==> src/lccp_pkg.sv <==
`default_nettype none
// Shared constants and carriers for the line card command port
package lccp_pkg;
  // Latched address codes
  localparam logic [7:0] ADDR_SLOT = 8'h00;
  localparam logic [7:0] ADDR_DATA = 8'h01;
  localparam logic [7:0] ADDR_STAT = 8'h02;
  localparam logic [7:0] ADDR_RST = 8'hFF;
  // Command selector field positions
  localparam int CMD_TYPE_HI = 5;
  localparam int CMD_TYPE_LO = 4;
  localparam int CMD_SUB_HI = 3;
  localparam int CMD_SUB_LO = 2;
  localparam int CMD_RW_BIT = 6;
  localparam int CMD_BC_BIT = 7;
  // Payload limits
  localparam logic [3:0] MAX_WR_BYTES = 4'h8;
  localparam logic [3:0] MAX_RD_BYTES = 4'hF;
  // Device address byte, value arbitrary
  localparam logic [7:0] DEV_ADDR_DEFAULT = 8'hA5;
  // Slot structure
  localparam int SLOTS_PER_GROUP = 8;
  localparam int SLOT_BITS = 8;
  // Ternary levels
  localparam logic [1:0] TRI_LOW = 2'h0;
  localparam logic [1:0] TRI_MID = 2'h1;
  localparam logic [1:0] TRI_HIGH = 2'h2;

  // Command types
  typedef enum logic [4:0] {
    LCCP_STATUS_OP = 5'h01,
    LCCP_EXTENDED_OP = 5'h02,
    LCCP_TRANSFER_OP = 5'h04,
    LCCP_COEF_OP = 5'h08,
    LCCP_COEF_INIT = 5'h10
  } lccp_cmd_e;

  // Line driver modes
  typedef enum logic [3:0] {
    M_PDN_HIZ = 4'h0, M_PDN_RES = 4'h1, M_RING_HIZ = 4'h2,
    M_ACTIVE_POWERSAVE_A = 4'h3, M_BOOST = 4'h4, M_TIP_HIZ = 4'h5,
    M_ACTIVE_POWERSAVE_B = 4'h6, M_ACTIVE = 4'h7, M_BOTH_HIZ = 4'h8
  } lccp_mode_e;

  // Decoded command byte
  typedef struct packed {
    logic broadcast;
    logic read;
    lccp_cmd_e kind;
    logic [2:0] length;
  } lccp_cmd_s;

  // Byte written into the command FIFO
  typedef struct packed {
    logic first;
    logic [7:0] data;
  } lccp_word_s;
endpackage : lccp_pkg
`default_nettype wire

==> src/lccp_top.sv <==
`default_nettype none

// Command byte FIFO with back-pressure
module lccp_fifo #(
  parameter int WIDTH = 9,
  parameter int DEPTH = 16
) (
  input wire logic mclk,
  input wire logic rst_n,
  input wire logic [WIDTH-1:0] in_data,
  input wire logic in_valid,
  output logic in_ready,
  output logic [WIDTH-1:0] out_data,
  output logic out_valid,
  input wire logic out_ready
);
  localparam int AW = $clog2(DEPTH);
  logic [WIDTH-1:0] mem [DEPTH]; // Storage
  logic [AW-1:0] wr_ptr; // Write index
  logic [AW-1:0] rd_ptr; // Read index
  logic [AW:0] count; // Fill level
  logic push;
  logic pop;
  // Full at DEPTH words; the level needs one bit more than the index
  assign in_ready = (count != (AW+1)'(DEPTH));
  assign out_valid = (count != '0);
  assign push = in_valid && in_ready;
  assign pop = out_valid && out_ready;
  assign out_data = mem[rd_ptr];
  // Storage write
  always_ff @(posedge mclk) begin
    if (push) begin
      mem[wr_ptr] <= in_data;
    end
  end
  // Pointers and level
  always_ff @(posedge mclk) begin
    if (!rst_n) begin
      wr_ptr <= '0;
      rd_ptr <= '0;
      count <= '0;
    end else begin
      if (push) begin
        wr_ptr <= wr_ptr + AW'(1);
      end
      if (pop) begin
        rd_ptr <= rd_ptr + AW'(1);
      end
      count <= count + (AW+1)'(push) - (AW+1)'(pop);
    end
  end
endmodule : lccp_fifo

// Command port top
module lccp_top
  import lccp_pkg::*;
#(
  parameter logic [7:0] DEV_ADDR = DEV_ADDR_DEFAULT, // Arbitrary value
  parameter int FIFO_DEPTH = 16,
  parameter int GK_CNT_W = 8
) (
  input wire logic mclk,
  input wire logic rst_n,
  // Parallel host port
  input wire logic addr_latch,
  input wire logic chip_select_n,
  input wire logic read_strobe_n,
  input wire logic write_strobe_n,
  input wire logic [7:0] host_bus_lines_in,
  output logic [7:0] host_bus_lines_out,
  output logic host_bus_lines_oe,
  // Serial frame and monitor byte from the link deserialiser
  input wire logic frame_sync,
  input wire logic [7:0] mon_byte,
  input wire logic [1:0] ci_down_mode,
  // Command byte output
  output logic [8:0] cmd_data,
  output logic cmd_valid,
  input wire logic cmd_ready,
  output logic cmd_busy,
  output logic mon_abort,
  output lccp_cmd_e cmd_kind,
  output logic cmd_read,
  output logic cmd_broadcast,
  output logic [3:0] slot_addr,
  // Companion link and line driver
  input wire logic overtemp_sink_current,
  input wire logic [7:0] longitudinal_sense_in,
  input wire logic [7:0] ground_key_limit,
  input wire logic [GK_CNT_W-1:0] ground_key_filter_counter,
  input wire logic [7:0] status_in,
  output logic [1:0] mode_ctrl_first,
  output logic [1:0] mode_ctrl_second,
  output logic upstream_indication_bit3,
  output logic upstream_indication_bit2,
  output logic [7:0] transfer_status_reg0
);
  // Two-stage synchronisers for asynchronous pins
  logic [4:0] s1; // First stage
  logic [4:0] s2; // Second stage
  logic [4:0] s3; // Edge history
  logic [7:0] bus1; // Bus first stage
  logic [7:0] bus2; // Bus second stage
  logic ot1; // Overtemp first stage
  logic ot2; // Overtemp second stage
  logic fs1; // Frame sync stages
  logic fs2;
  logic fs3;

  // Synchronise host strobes, bus, overtemp and frame sync before logic looks at them
  always_ff @(posedge mclk) begin
    if (!rst_n) begin
      s1 <= 5'h0F;
      s2 <= 5'h0F;
      s3 <= 5'h0F;
      bus1 <= 8'h00;
      bus2 <= 8'h00;
      ot1 <= 1'b0;
      ot2 <= 1'b0;
      fs1 <= 1'b0;
      fs2 <= 1'b0;
      fs3 <= 1'b0;
    end else begin
      s1 <= {addr_latch, chip_select_n, read_strobe_n, write_strobe_n,
             1'b1};
      s2 <= s1;
      s3 <= s2;
      bus1 <= host_bus_lines_in;
      bus2 <= bus1;
      ot1 <= overtemp_sink_current;
      ot2 <= ot1;
      fs1 <= frame_sync;
      fs2 <= fs1;
      fs3 <= fs2;
    end
  end

  logic ale_fall;
  logic cs_n;
  logic rd_rise;
  logic wr_rise;
  logic rd_low;
  logic fs_rise;
  assign ale_fall = s3[4] && !s2[4];
  assign cs_n = s2[3];
  assign rd_rise = !s3[2] && s2[2];
  assign wr_rise = !s3[1] && s2[1];
  assign rd_low = !s2[2] && !cs_n;
  assign fs_rise = fs2 && !fs3;

  // Command byte decode, type from bits 5:4 and 3:2
  function automatic lccp_cmd_s decode_cmd(input logic [7:0] b);
    lccp_cmd_s c;
    c.broadcast = b[CMD_BC_BIT];
    c.read = b[CMD_RW_BIT];
    c.length = b[2:0];
    unique case (b[CMD_TYPE_HI:CMD_TYPE_LO])
      2'h1: c.kind = LCCP_STATUS_OP;
      2'h2: c.kind = LCCP_EXTENDED_OP;
      2'h3: c.kind = LCCP_TRANSFER_OP;
      default: c.kind = (b[CMD_SUB_HI:CMD_SUB_LO] == 2'h2) ?
                        LCCP_COEF_INIT : LCCP_COEF_OP;
    endcase
    return c;
  endfunction

  // Payload byte count, clamped to write/read limits
  function automatic logic [3:0] payload_len(input lccp_cmd_s c);
    logic [3:0] n;
    n = (c.length == 3'h7) ? 4'h6 : {1'b0, c.length} + 4'h1;
    if (c.read) begin
      return (n > MAX_RD_BYTES) ? MAX_RD_BYTES : n;
    end
    return (n > MAX_WR_BYTES) ? MAX_WR_BYTES : n;
  endfunction

  // Parallel port sequencer
  typedef enum logic [2:0] {
    P_IDLE = 3'h1,
    P_PAYLOAD = 3'h2,
    P_WAIT_FS = 3'h4
  } lccp_pstate_e;
  lccp_pstate_e pstate;
  logic [7:0] addr; // Latched address
  logic [3:0] remain; // Bytes left in cycle
  logic strobe_end;
  logic fifo_ready;
  logic push_valid;
  lccp_word_s push_word;
  assign strobe_end = !cs_n && (rd_rise || wr_rise);

  // Address latch on ALE fall; bus shared with data
  always_ff @(posedge mclk) begin
    if (!rst_n) begin
      addr <= ADDR_RST;
    end else if (ale_fall) begin
      addr <= bus2;
    end
  end

  // Sequencing per latched address code
  always_ff @(posedge mclk) begin
    if (!rst_n) begin
      pstate <= P_IDLE;
      remain <= 4'h0;
      slot_addr <= 4'h0;
    end else if (strobe_end) begin
      unique case (addr)
        ADDR_SLOT: begin
          slot_addr <= bus2[3:0];
          pstate <= P_WAIT_FS;
        end
        ADDR_RST: pstate <= P_IDLE;
        ADDR_DATA, ADDR_STAT: begin
          if (pstate != P_PAYLOAD) begin
            remain <= payload_len(decode_cmd(bus2));
            pstate <= P_PAYLOAD;
          end else if (remain <= 4'h1) begin
            remain <= 4'h0;
            pstate <= P_WAIT_FS;
          end else begin
            remain <= remain - 4'h1;
          end
        end
        default: ;
      endcase
    end else if (pstate == P_WAIT_FS && fs_rise) begin
      pstate <= P_IDLE;
    end
  end

  // Parallel cycle owns the command path
  assign cmd_busy = (pstate != P_IDLE) || !cs_n;
  assign mon_abort = !cs_n && (!s2[2] || !s2[1]) && pstate == P_IDLE;

  // Monitor channel receiver: double-frame check, address, command
  typedef enum logic [2:0] {
    M_ADDR = 3'h1,
    M_CMD = 3'h2,
    M_DATA = 3'h4
  } lccp_mstate_e;
  lccp_mstate_e mstate;
  logic [7:0] mon_prev; // Last frame byte
  logic mon_seen; // Byte seen once already
  logic [3:0] mon_left; // Payload left
  logic mon_take;
  logic mon_ok;
  lccp_cmd_s mon_cmd; // Monitor byte read as a command byte
  assign mon_cmd = decode_cmd(mon_byte);
  assign mon_take = fs_rise && mon_seen && mon_byte == mon_prev &&
                    !cmd_busy;

  // Frame-to-frame repetition tracking
  always_ff @(posedge mclk) begin
    if (!rst_n) begin
      mon_prev <= 8'hFF;
      mon_seen <= 1'b0;
    end else if (fs_rise) begin
      mon_prev <= mon_byte;
      mon_seen <= (mon_byte != mon_prev) && !cmd_busy;
    end
  end

  // Monitor command sequence
  always_ff @(posedge mclk) begin
    if (!rst_n || cmd_busy) begin
      mstate <= M_ADDR;
      mon_left <= 4'h0;
    end else if (mon_take) begin
      unique case (mstate)
        M_ADDR: if (mon_byte == DEV_ADDR) mstate <= M_CMD;
        M_CMD: begin
          mon_left <= payload_len(mon_cmd);
          mstate <= mon_cmd.read ? M_ADDR : M_DATA;
        end
        M_DATA: begin
          if (mon_left <= 4'h1) begin
            mstate <= M_ADDR;
          end
          mon_left <= mon_left - 4'h1;
        end
      endcase
    end
  end

  // FIFO feed: parallel data wins over monitor bytes
  assign mon_ok = mon_take && mstate != M_ADDR;
  always_comb begin
    push_word.first = 1'b0;
    push_word.data = bus2;
    push_valid = 1'b0;
    // Slot bytes only steer slot_addr; they never enter the command path
    if (strobe_end && addr == ADDR_DATA && !rd_rise) begin
      push_word.first = (pstate != P_PAYLOAD);
      push_valid = 1'b1;
    end else if (mon_ok) begin
      push_word.first = (mstate == M_CMD);
      push_word.data = mon_byte;
      push_valid = 1'b1;
    end
  end

  lccp_fifo #(.WIDTH($bits(lccp_word_s)), .DEPTH(FIFO_DEPTH)) u_fifo (
    .mclk(mclk),
    .rst_n(rst_n),
    .in_data(push_word),
    .in_valid(push_valid),
    .in_ready(fifo_ready),
    .out_data(cmd_data),
    .out_valid(cmd_valid),
    .out_ready(cmd_ready)
  );

  // Last decoded command, held for the consumer
  lccp_cmd_s push_cmd; // Byte being pushed, read as a command
  assign push_cmd = decode_cmd(push_word.data);
  always_ff @(posedge mclk) begin
    if (!rst_n) begin
      cmd_kind <= LCCP_STATUS_OP;
      cmd_read <= 1'b0;
      cmd_broadcast <= 1'b0;
    end else if (push_valid && push_word.first && fifo_ready) begin
      cmd_kind <= push_cmd.kind;
      cmd_read <= push_cmd.read;
      cmd_broadcast <= push_cmd.broadcast;
    end
  end

  // Read data back to host, status on address two
  always_ff @(posedge mclk) begin
    if (!rst_n) begin
      host_bus_lines_out <= 8'h00;
    end else begin
      host_bus_lines_out <= (addr == ADDR_STAT) ? status_in
                                                : transfer_status_reg0;
    end
  end
  assign host_bus_lines_oe = rd_low;

  // Ternary mode outputs from requested mode
  lccp_mode_e mode;
  logic pdn;
  always_ff @(posedge mclk) begin
    if (!rst_n) begin
      mode <= M_PDN_HIZ;
    end else if (fs_rise) begin
      mode <= lccp_mode_e'({2'h0, ci_down_mode});
    end
  end
  assign pdn = (mode == M_PDN_HIZ) || (mode == M_PDN_RES);

  // Ternary encode of both outputs
  always_ff @(posedge mclk) begin
    if (!rst_n) begin
      mode_ctrl_first <= TRI_LOW;
      mode_ctrl_second <= TRI_LOW;
    end else begin
      unique case (mode)
        M_PDN_HIZ: {mode_ctrl_first, mode_ctrl_second} <= {TRI_LOW, TRI_LOW};
        M_PDN_RES: {mode_ctrl_first, mode_ctrl_second} <= {TRI_LOW, TRI_MID};
        M_RING_HIZ: {mode_ctrl_first, mode_ctrl_second} <= {TRI_LOW, TRI_HIGH};
        M_ACTIVE_POWERSAVE_A: {mode_ctrl_first, mode_ctrl_second} <= {TRI_MID, TRI_LOW};
        M_BOOST: {mode_ctrl_first, mode_ctrl_second} <= {TRI_MID, TRI_MID};
        M_TIP_HIZ: {mode_ctrl_first, mode_ctrl_second} <= {TRI_MID, TRI_HIGH};
        M_ACTIVE_POWERSAVE_B: {mode_ctrl_first, mode_ctrl_second} <= {TRI_HIGH, TRI_LOW};
        M_ACTIVE: {mode_ctrl_first, mode_ctrl_second} <= {TRI_HIGH, TRI_MID};
        default: {mode_ctrl_first, mode_ctrl_second} <= {TRI_HIGH, TRI_HIGH};
      endcase
    end
  end

  // Overtemp and ground-key indication
  logic [GK_CNT_W-1:0] gk_cnt; // Lowpass filter counter
  always_ff @(posedge mclk) begin
    if (!rst_n) begin
      gk_cnt <= '0;
      upstream_indication_bit3 <= 1'b0;
      upstream_indication_bit2 <= 1'b0;
      transfer_status_reg0 <= 8'h00;
    end else begin
      upstream_indication_bit2 <= ot2 && !pdn;
      transfer_status_reg0 <= {2'h0, ot2 && !pdn, 5'h00};
      if (pdn || longitudinal_sense_in <= ground_key_limit) begin
        gk_cnt <= '0;
      end else if (gk_cnt != ground_key_filter_counter) begin
        gk_cnt <= gk_cnt + GK_CNT_W'(1);
      end
      upstream_indication_bit3 <= !pdn &&
        gk_cnt == ground_key_filter_counter &&
        longitudinal_sense_in > ground_key_limit;
    end
  end
endmodule : lccp_top
`default_nettype wire

==> config.mk <==
export PLATFORM = sky130hd
export DESIGN_NAME = lccp_top
export DESIGN_NICKNAME = d
export VERILOG_FILES = /design/src/lccp_pkg.sv /design/src/lccp_top.sv
export SDC_FILE = /design/constraint.sdc
export NUM_CORES = 1
export LEC_CHECK = 0
export BUFFER_PORTS_ARGS = -buffer_cell sky130_fd_sc_hd__buf_2
export CORE_MARGIN = 2
export CORE_UTILIZATION = 40
export DETAILED_ROUTE_END_ITERATION = 8
export SYNTH_ARGS = -nofsm -noshare
export SYNTH_HDL_FRONTEND = slang
export SYNTH_SLANG_ARGS = --single-unit
==> constraint.sdc <==
create_clock -name mclk -period 3.1 [get_ports mclk]
set_input_delay 0.31 -clock mclk [delete_from_list [all_inputs] [get_ports mclk]]
set_output_delay 0.31 -clock mclk [all_outputs]
set_load 0.05 [all_outputs]
==> Word-level counts from Yosys, hierarchy flattened <==
Memory sizes are Yosys's and may differ from the RTL's. A register that Yosys moved wholly into a read port is not among the register bits.
Index checks and enable logic that the tools add are counted.
{ "totals": {"ff_bits": 118, "mem_bits_rw": 144, "romBits": 32, "inputBits": 59, "word_cells": 175, "n_memories": 2} }
{ "mem_list": {"columns": ["name", "depth", "word_bits", "read_ports", "rd_clocked_by_memory_dff", "wr", "line", "rtl"], "rows": [
  ["u_fifo.mem", 16, 9, 1, 1, 1, "lccp_top.sv:18", "logic [WIDTH-1:0] mem [DEPTH];"],
  ["(name not given)", 8, 4, 1, 1, 0, "lccp_top.sv:358", "unique case (mode)"]
]} }
{ "op_classes": {"add_sub_neg": 9, "magnitude_cmp": 8, "n_eq_ne": 28, "mux": 43, "n_bitwise": 1, "n_reduce_logical": 53} }
{ "op_table": {"columns": ["op", "n"], "rows": [
  ["4-bit two-way mux", 14],
  ["1-bit logical AND", 23],
  ["3-bit two-way mux", 7],
  ["3-bit case mux with 3 select lines", 2],
  ["8-bit == test", 2],
  ["8-bit == test (second input constant)", 2],
  ["4-bit > comparator (second input constant)", 4],
  ["8-bit two-way mux", 2],
  ["8-bit != test", 2],
  ["5-bit case mux with 3 select lines", 1],
  ["1-bit two-way mux", 14],
  ["3-bit == test (second input constant)", 4],
  ["1-bit zero test", 12],
  ["9-bit two-way mux", 1],
  ["3-bit by 1-bit adder with 4-bit output (second input constant)", 2],
  ["4-bit by 1-bit adder with 4-bit output (second input constant)", 2],
  ["8-bit by 1-bit adder with 8-bit output (second input constant)", 1],
  ["8-bit by 1-bit == test with 1-bit output (second input constant)", 1],
  ["8-bit by 2-bit == test with 1-bit output (second input constant)", 1],
  ["8-bit > comparator", 1],
  ["4-bit by 1-bit <= comparator with 1-bit output (second input constant)", 2],
  ["8-bit <= comparator", 1],
  ["8-bit zero test", 1],
  ["4-bit case mux with 2 select lines", 1],
  ["22 further kinds", 39]
]} }

==> Depth between registers and ports, before layout <==
{ "depth": {"ltp_word": 11, "ltp_mapped": 15, "ltp_nobuf": 14} }

==> Modules after synthesis <==
A second synthesis with hierarchy kept.
{ "unflattened": {"hier_cells": 829, "hier_area_um2": 11254.5} }
{ "modules_own_cells": {"columns": ["module", "instances", "cells_per_inst", "area_each_um2", "seq_area_each_um2"], "rows": [
  ["lccp_fifo", 1, 332, 6454.9, 4664.5],
  ["lccp_top", 1, 497, 4799.6, 1941.9]
]} }

==> Least setup slack after synthesis <==
Ideal clock, no wire load.
{ "synth_timing": {"path_kind": "register -> register", "start": "register u_fifo.count[3]", "end": "register u_fifo.count[4]", "setup_ps": 70, "arrival_time_ps": 3078, "setup_slack_ps": -48, "path_stages_with_launch": 16, "path_buffers": 1, "synth_period_minus_slack_ps": 3148, "cell_sequence": "dfxtp_1 -> inv_1 -> ha_1 -> or4b_2 -> and2_1 -> clkbuf_1 -> ha_1 -> inv_1 -> ha_1 -> inv_1 -> fa_1 -> inv_1 -> a21oi_1 -> nor2_1 -> or3_1 -> a21oi_1"} }
{ "synth_lines": {"columns": ["item", "line", "rtl"], "rows": [
  ["from (decl)", "lccp_top.sv:21", "logic [AW:0] count;"],
  ["from (signal assigned)", "lccp_top.sv:49", "count <= count + (AW+1)'(push) - (AW+1)'(pop);"],
  ["5-bit nonzero test", "lccp_top.sv:26", "assign out_valid = (count != '0);"],
  ["named net cmd_valid", "lccp_top.sv:78", "output logic cmd_valid,"],
  ["1-bit logical AND", "lccp_top.sv:28", "assign pop = out_valid && out_ready;"],
  ["named net u_fifo.pop", "lccp_top.sv:23", "logic pop;"],
  ["5-bit by 1-bit subtractor with 5-bit output", "lccp_top.sv:49", null]
]} }
The timed path passes the listed nets, and every way through them passes these cells.
A chain may end at the register's enable or synchronous reset.

==> flow_summary.yaml <==
run_status:
  status: "completed"
clock_network:
  ctsLongestPathBuffers: 3
  h-tree-depth: 1
  clock_sinks: 258
  cts_buffers: 28
  cts_tree: "done"
  cts_root_buffer: "clkbuf_16"
  cts_setup_buffers: 0
  path_clk_slew_ns: 0.06
  clock_latency_ns: 0.55
yosys:
  ys_types: 70
  synth_seq_area_share_pct: 60.7
  async_flop_share_pct: 0
  syn_area_per_cell_um2: 13.6
  ys_ff_latch: 258
  ys_warn_count: 0
  syn_area_um2: 10900
  ys.flop_type: "edfxtp_1"
  synthCells: 801
  synth_edf_count: 144
worst_setup_path:
  crit_top_cell: "mux4_2"
  cpMaxStageDelayCell: "mux4_2"
  crit_type: "flip-flop to output port"
  worstPathRequired_ns: 2.79
  worstReg2RegEnd: "u_fifo.count[4]"
  reg2reg_setup_slack_ns: 0.28
  rr_worst_depth: 14
  path_delay_family: "multiplexers"
  cp.arrival_ns: 2.60
  critPathLaunchType: "flip-flop"
  worstPathCellList: "buf_12 > mux4_2 > mux4_2 > buf_2"
  worst_r2r_startpoint: "u_fifo.count[2]"
  cp_max_fo: 18
  cp-end-kind: "output port"
  slowest_delay_ns: 0.56
  cp_num_buf_inv: 2
detailed_routing:
  viasPerCell: 5.23
  num_vias: 6775
  dr.pass1.iters: 4
  routed_wl_um: 23600
  drt_drc_violations_left: 0
  wl_per_cell_um: 18.2
  detail-route-antenna-nets: 0
  drt_iter0_drc: 499
pwr:
  p_per_area_nw_per_um2: 673
  ir_drop_mv: 0.443
  p_leak_nw: 4.98
min_path:
  hold_path_depth: 3
  hold_class: "input port to flip-flop"
  hp-start: "ci_down_mode[1]"
  min_to: "mode[1]"
sta:
  hold_violations: 0
  fin_worst_skew_ns: 0.0218
  fmax_ghz: 0.344
  worstMarginPinSlew_ns: 0.822
  min_period_over_period_pct: 93.9
  min_period_ns: 2.91
  setup_tns_ns: 0
  relSlewSlack_pct: 45.2
  finalSetupViolCount: 0
  drv_slew: 0
  grt_setup_unrepaired: "false"
place:
  port_buffers: 96
  dp_hpwl_um: 15400
  place_congestion: 0.830
grt:
  track_usage_pct: 16.6
  grt-ovfl-total: 0
  grt_max_degree: 44
  grt_pass1_wl_um: 36900
  grt_pass1_vias: 6797
  antenna_found_initial: 0
final_layout:
  syn_to_final_growth_pct: 19.6
  fin_nets: 1021
  drive_above_1_share_pct: 24.2
  most-common-layout-cells: "edfxtp_1 (144), dfxtp_1 (113), buf_2 (96)"
  fin_util_pct: 48.6
  layout_commonest_cell: "edfxtp_1"
  n_antenna_cell: 0
floorplan:
  die_height_um: 169
  ios: 105
  die_w_um: 169
  core_region_area_um2: 26800
  rows: 60
  start_util_pct: 40.6
  die-area_um2: 28500
flow_run:
  cap_violations: 0
-- synth_stat cells, types with 3 or more instances --
master / n / area share [%]
a2111oi_0: 3 / 0.24
a211o_1: 3 / 0.24
a211oi_1: 17 / 1.2
a21o_1: 8 / 0.55
a21oi_1: 16 / 0.74
a311oi_1: 4 / 0.32
and2_1: 34 / 2.0
and3_1: 8 / 0.46
and4_1: 10 / 0.80
and4b_1: 4 / 0.37
buf_1: 7 / 0.24
buf_2: 8 / 0.37
buf_4: 9 / 0.62
clkbuf_1: 21 / 0.72
dfxtp_1: 114 / 21
edfxtp_1: 144 / 40
ha_1: 27 / 3.1
inv_1: 28 / 0.97
mux2_2: 8 / 0.83
mux2i_1: 13 / 1.2
mux4_2: 45 / 9.3
nand2_1: 55 / 1.9
nand2b_1: 15 / 0.86
nand3_1: 24 / 1.1
nand3b_1: 7 / 0.48
nand4_1: 10 / 0.57
nor2_1: 42 / 1.4
nor2b_1: 7 / 0.40
nor3_1: 8 / 0.37
nor4_1: 3 / 0.17
o2111ai_1: 4 / 0.32
o21a_1: 5 / 0.34
o21ai_0: 11 / 0.51
or3_1: 5 / 0.29
or4_1: 4 / 0.28
xnor2_1: 16 / 1.3
xor2_1: 12 / 0.97
-- report_power, final --
part	internal, mW	total, mW	switching [mW]
clock network	2.11	3.45	1.34
registers	3.68	3.78	0.0965
logic	0.713	1.53	0.815
-- how the worst max path moves through the flow --
stage / start / to / slack (ns) / depth (start not counted)
CTS: flip-flop / cmd_data[7] / 0.12 / 4
finish: flip-flop / cmd_data[7] / 0.19 / 4
global route: u_fifo.count[2] / u_fifo.count[4] / 0.05 / 14
global placement: u_fifo.count[3] / u_fifo.count[4] / 0.32 / 14
floorplan: u_fifo.count[3] / u_fifo.count[4] / 0.20 / 15
detailed placement: u_fifo.count[2] / u_fifo.count[4] / 0.29 / 14
-- worst min-delay path: cells and delay by family --
kind	cells	cell delay (ns)
buf+inv	1	0.10
compound gates	1	0.06
simple gates	1	0.05
-- state kept, by name, indices dropped and copies added, names as in the netlist, 2 cells and up, named ones only --
signal              flops
u_fifo.mem            144
s2                      4
mon_left                4
bus2                    8
slot_addr               4
addr                    8
mon_prev                8
mode_ctrl_second        2
u_fifo.rd_ptr           4
s1                      4
host_bus_lines_out      8
remain                  4
gk_cnt                  8
mstate                  3
bus1                    8
cmd_kind                5
pstate                  3
u_fifo.wr_ptr           4
u_fifo.count            5
s3                      3
mode                    2
-- cell type report --
class | instances | area, um^2
clock buffer | 33 | 729
inverter | 28 | 105
fill | 2344 | 13800
multi-input combinational | 476 | 3990
tap | 341 | 427
sequential | 258 | 6610
timing repair buffer | 142 | 908
clock inverter | 17 | 244
-- what timing repair did --
item                       in CTS  in global routing
hold buffers                   23                  0
setup endpoints to repair       0                  1
gates resized for setup         0                  1
hold endpoints to repair       23                  0
-- metrics by stage --
| stage | instances | hold WS (ns) | total power, mW | setup WS (ns) | cell area [um^2] |
|---|---|---|---|---|---|
| finish | 1295 | 0.0272 | 8.76 | 0.189 | 13000 |
| global route | 1295 | 0.0226 | 9.12 | 0.0453 | 13000 |
| CTS | 1295 | 0.00639 | 8.87 | 0.118 | 13000 |
| detailed placement | 1222 | 0.392 | 5.38 | 0.287 | 11800 |
| global placement | 1222 | 0.396 | 5.37 | 0.322 | 11800 |
| floorplan | 808 | 0.386 | 4.99 | 0.204 | 10900 |
-- cell families (layout without fill, tap and decap cells) --
kind of cell | count (synthesis) | in the layout | synth area share [%]
compound gates | 90 | 90 | 5.97
xor+xnor | 30 | 30 | 2.55
fa+ha+maj | 28 | 28 | 3.29
buf+inv | 74 | 220 | 3.02
flops | 258 | 258 | 60.7
mux | 66 | 66 | 11.3
other cells | 1 | 8 | 0.0345
simple gates | 254 | 254 | 13.1
-- routing by layer --
layer	share of wire, %	global-route usage, %
met5	0	0
met4	1.9	3.94
met3	5.9	3.39
met2	50	29.5
met1	42	20.8
No activity file was read; power rests on OpenSTA's default activity.
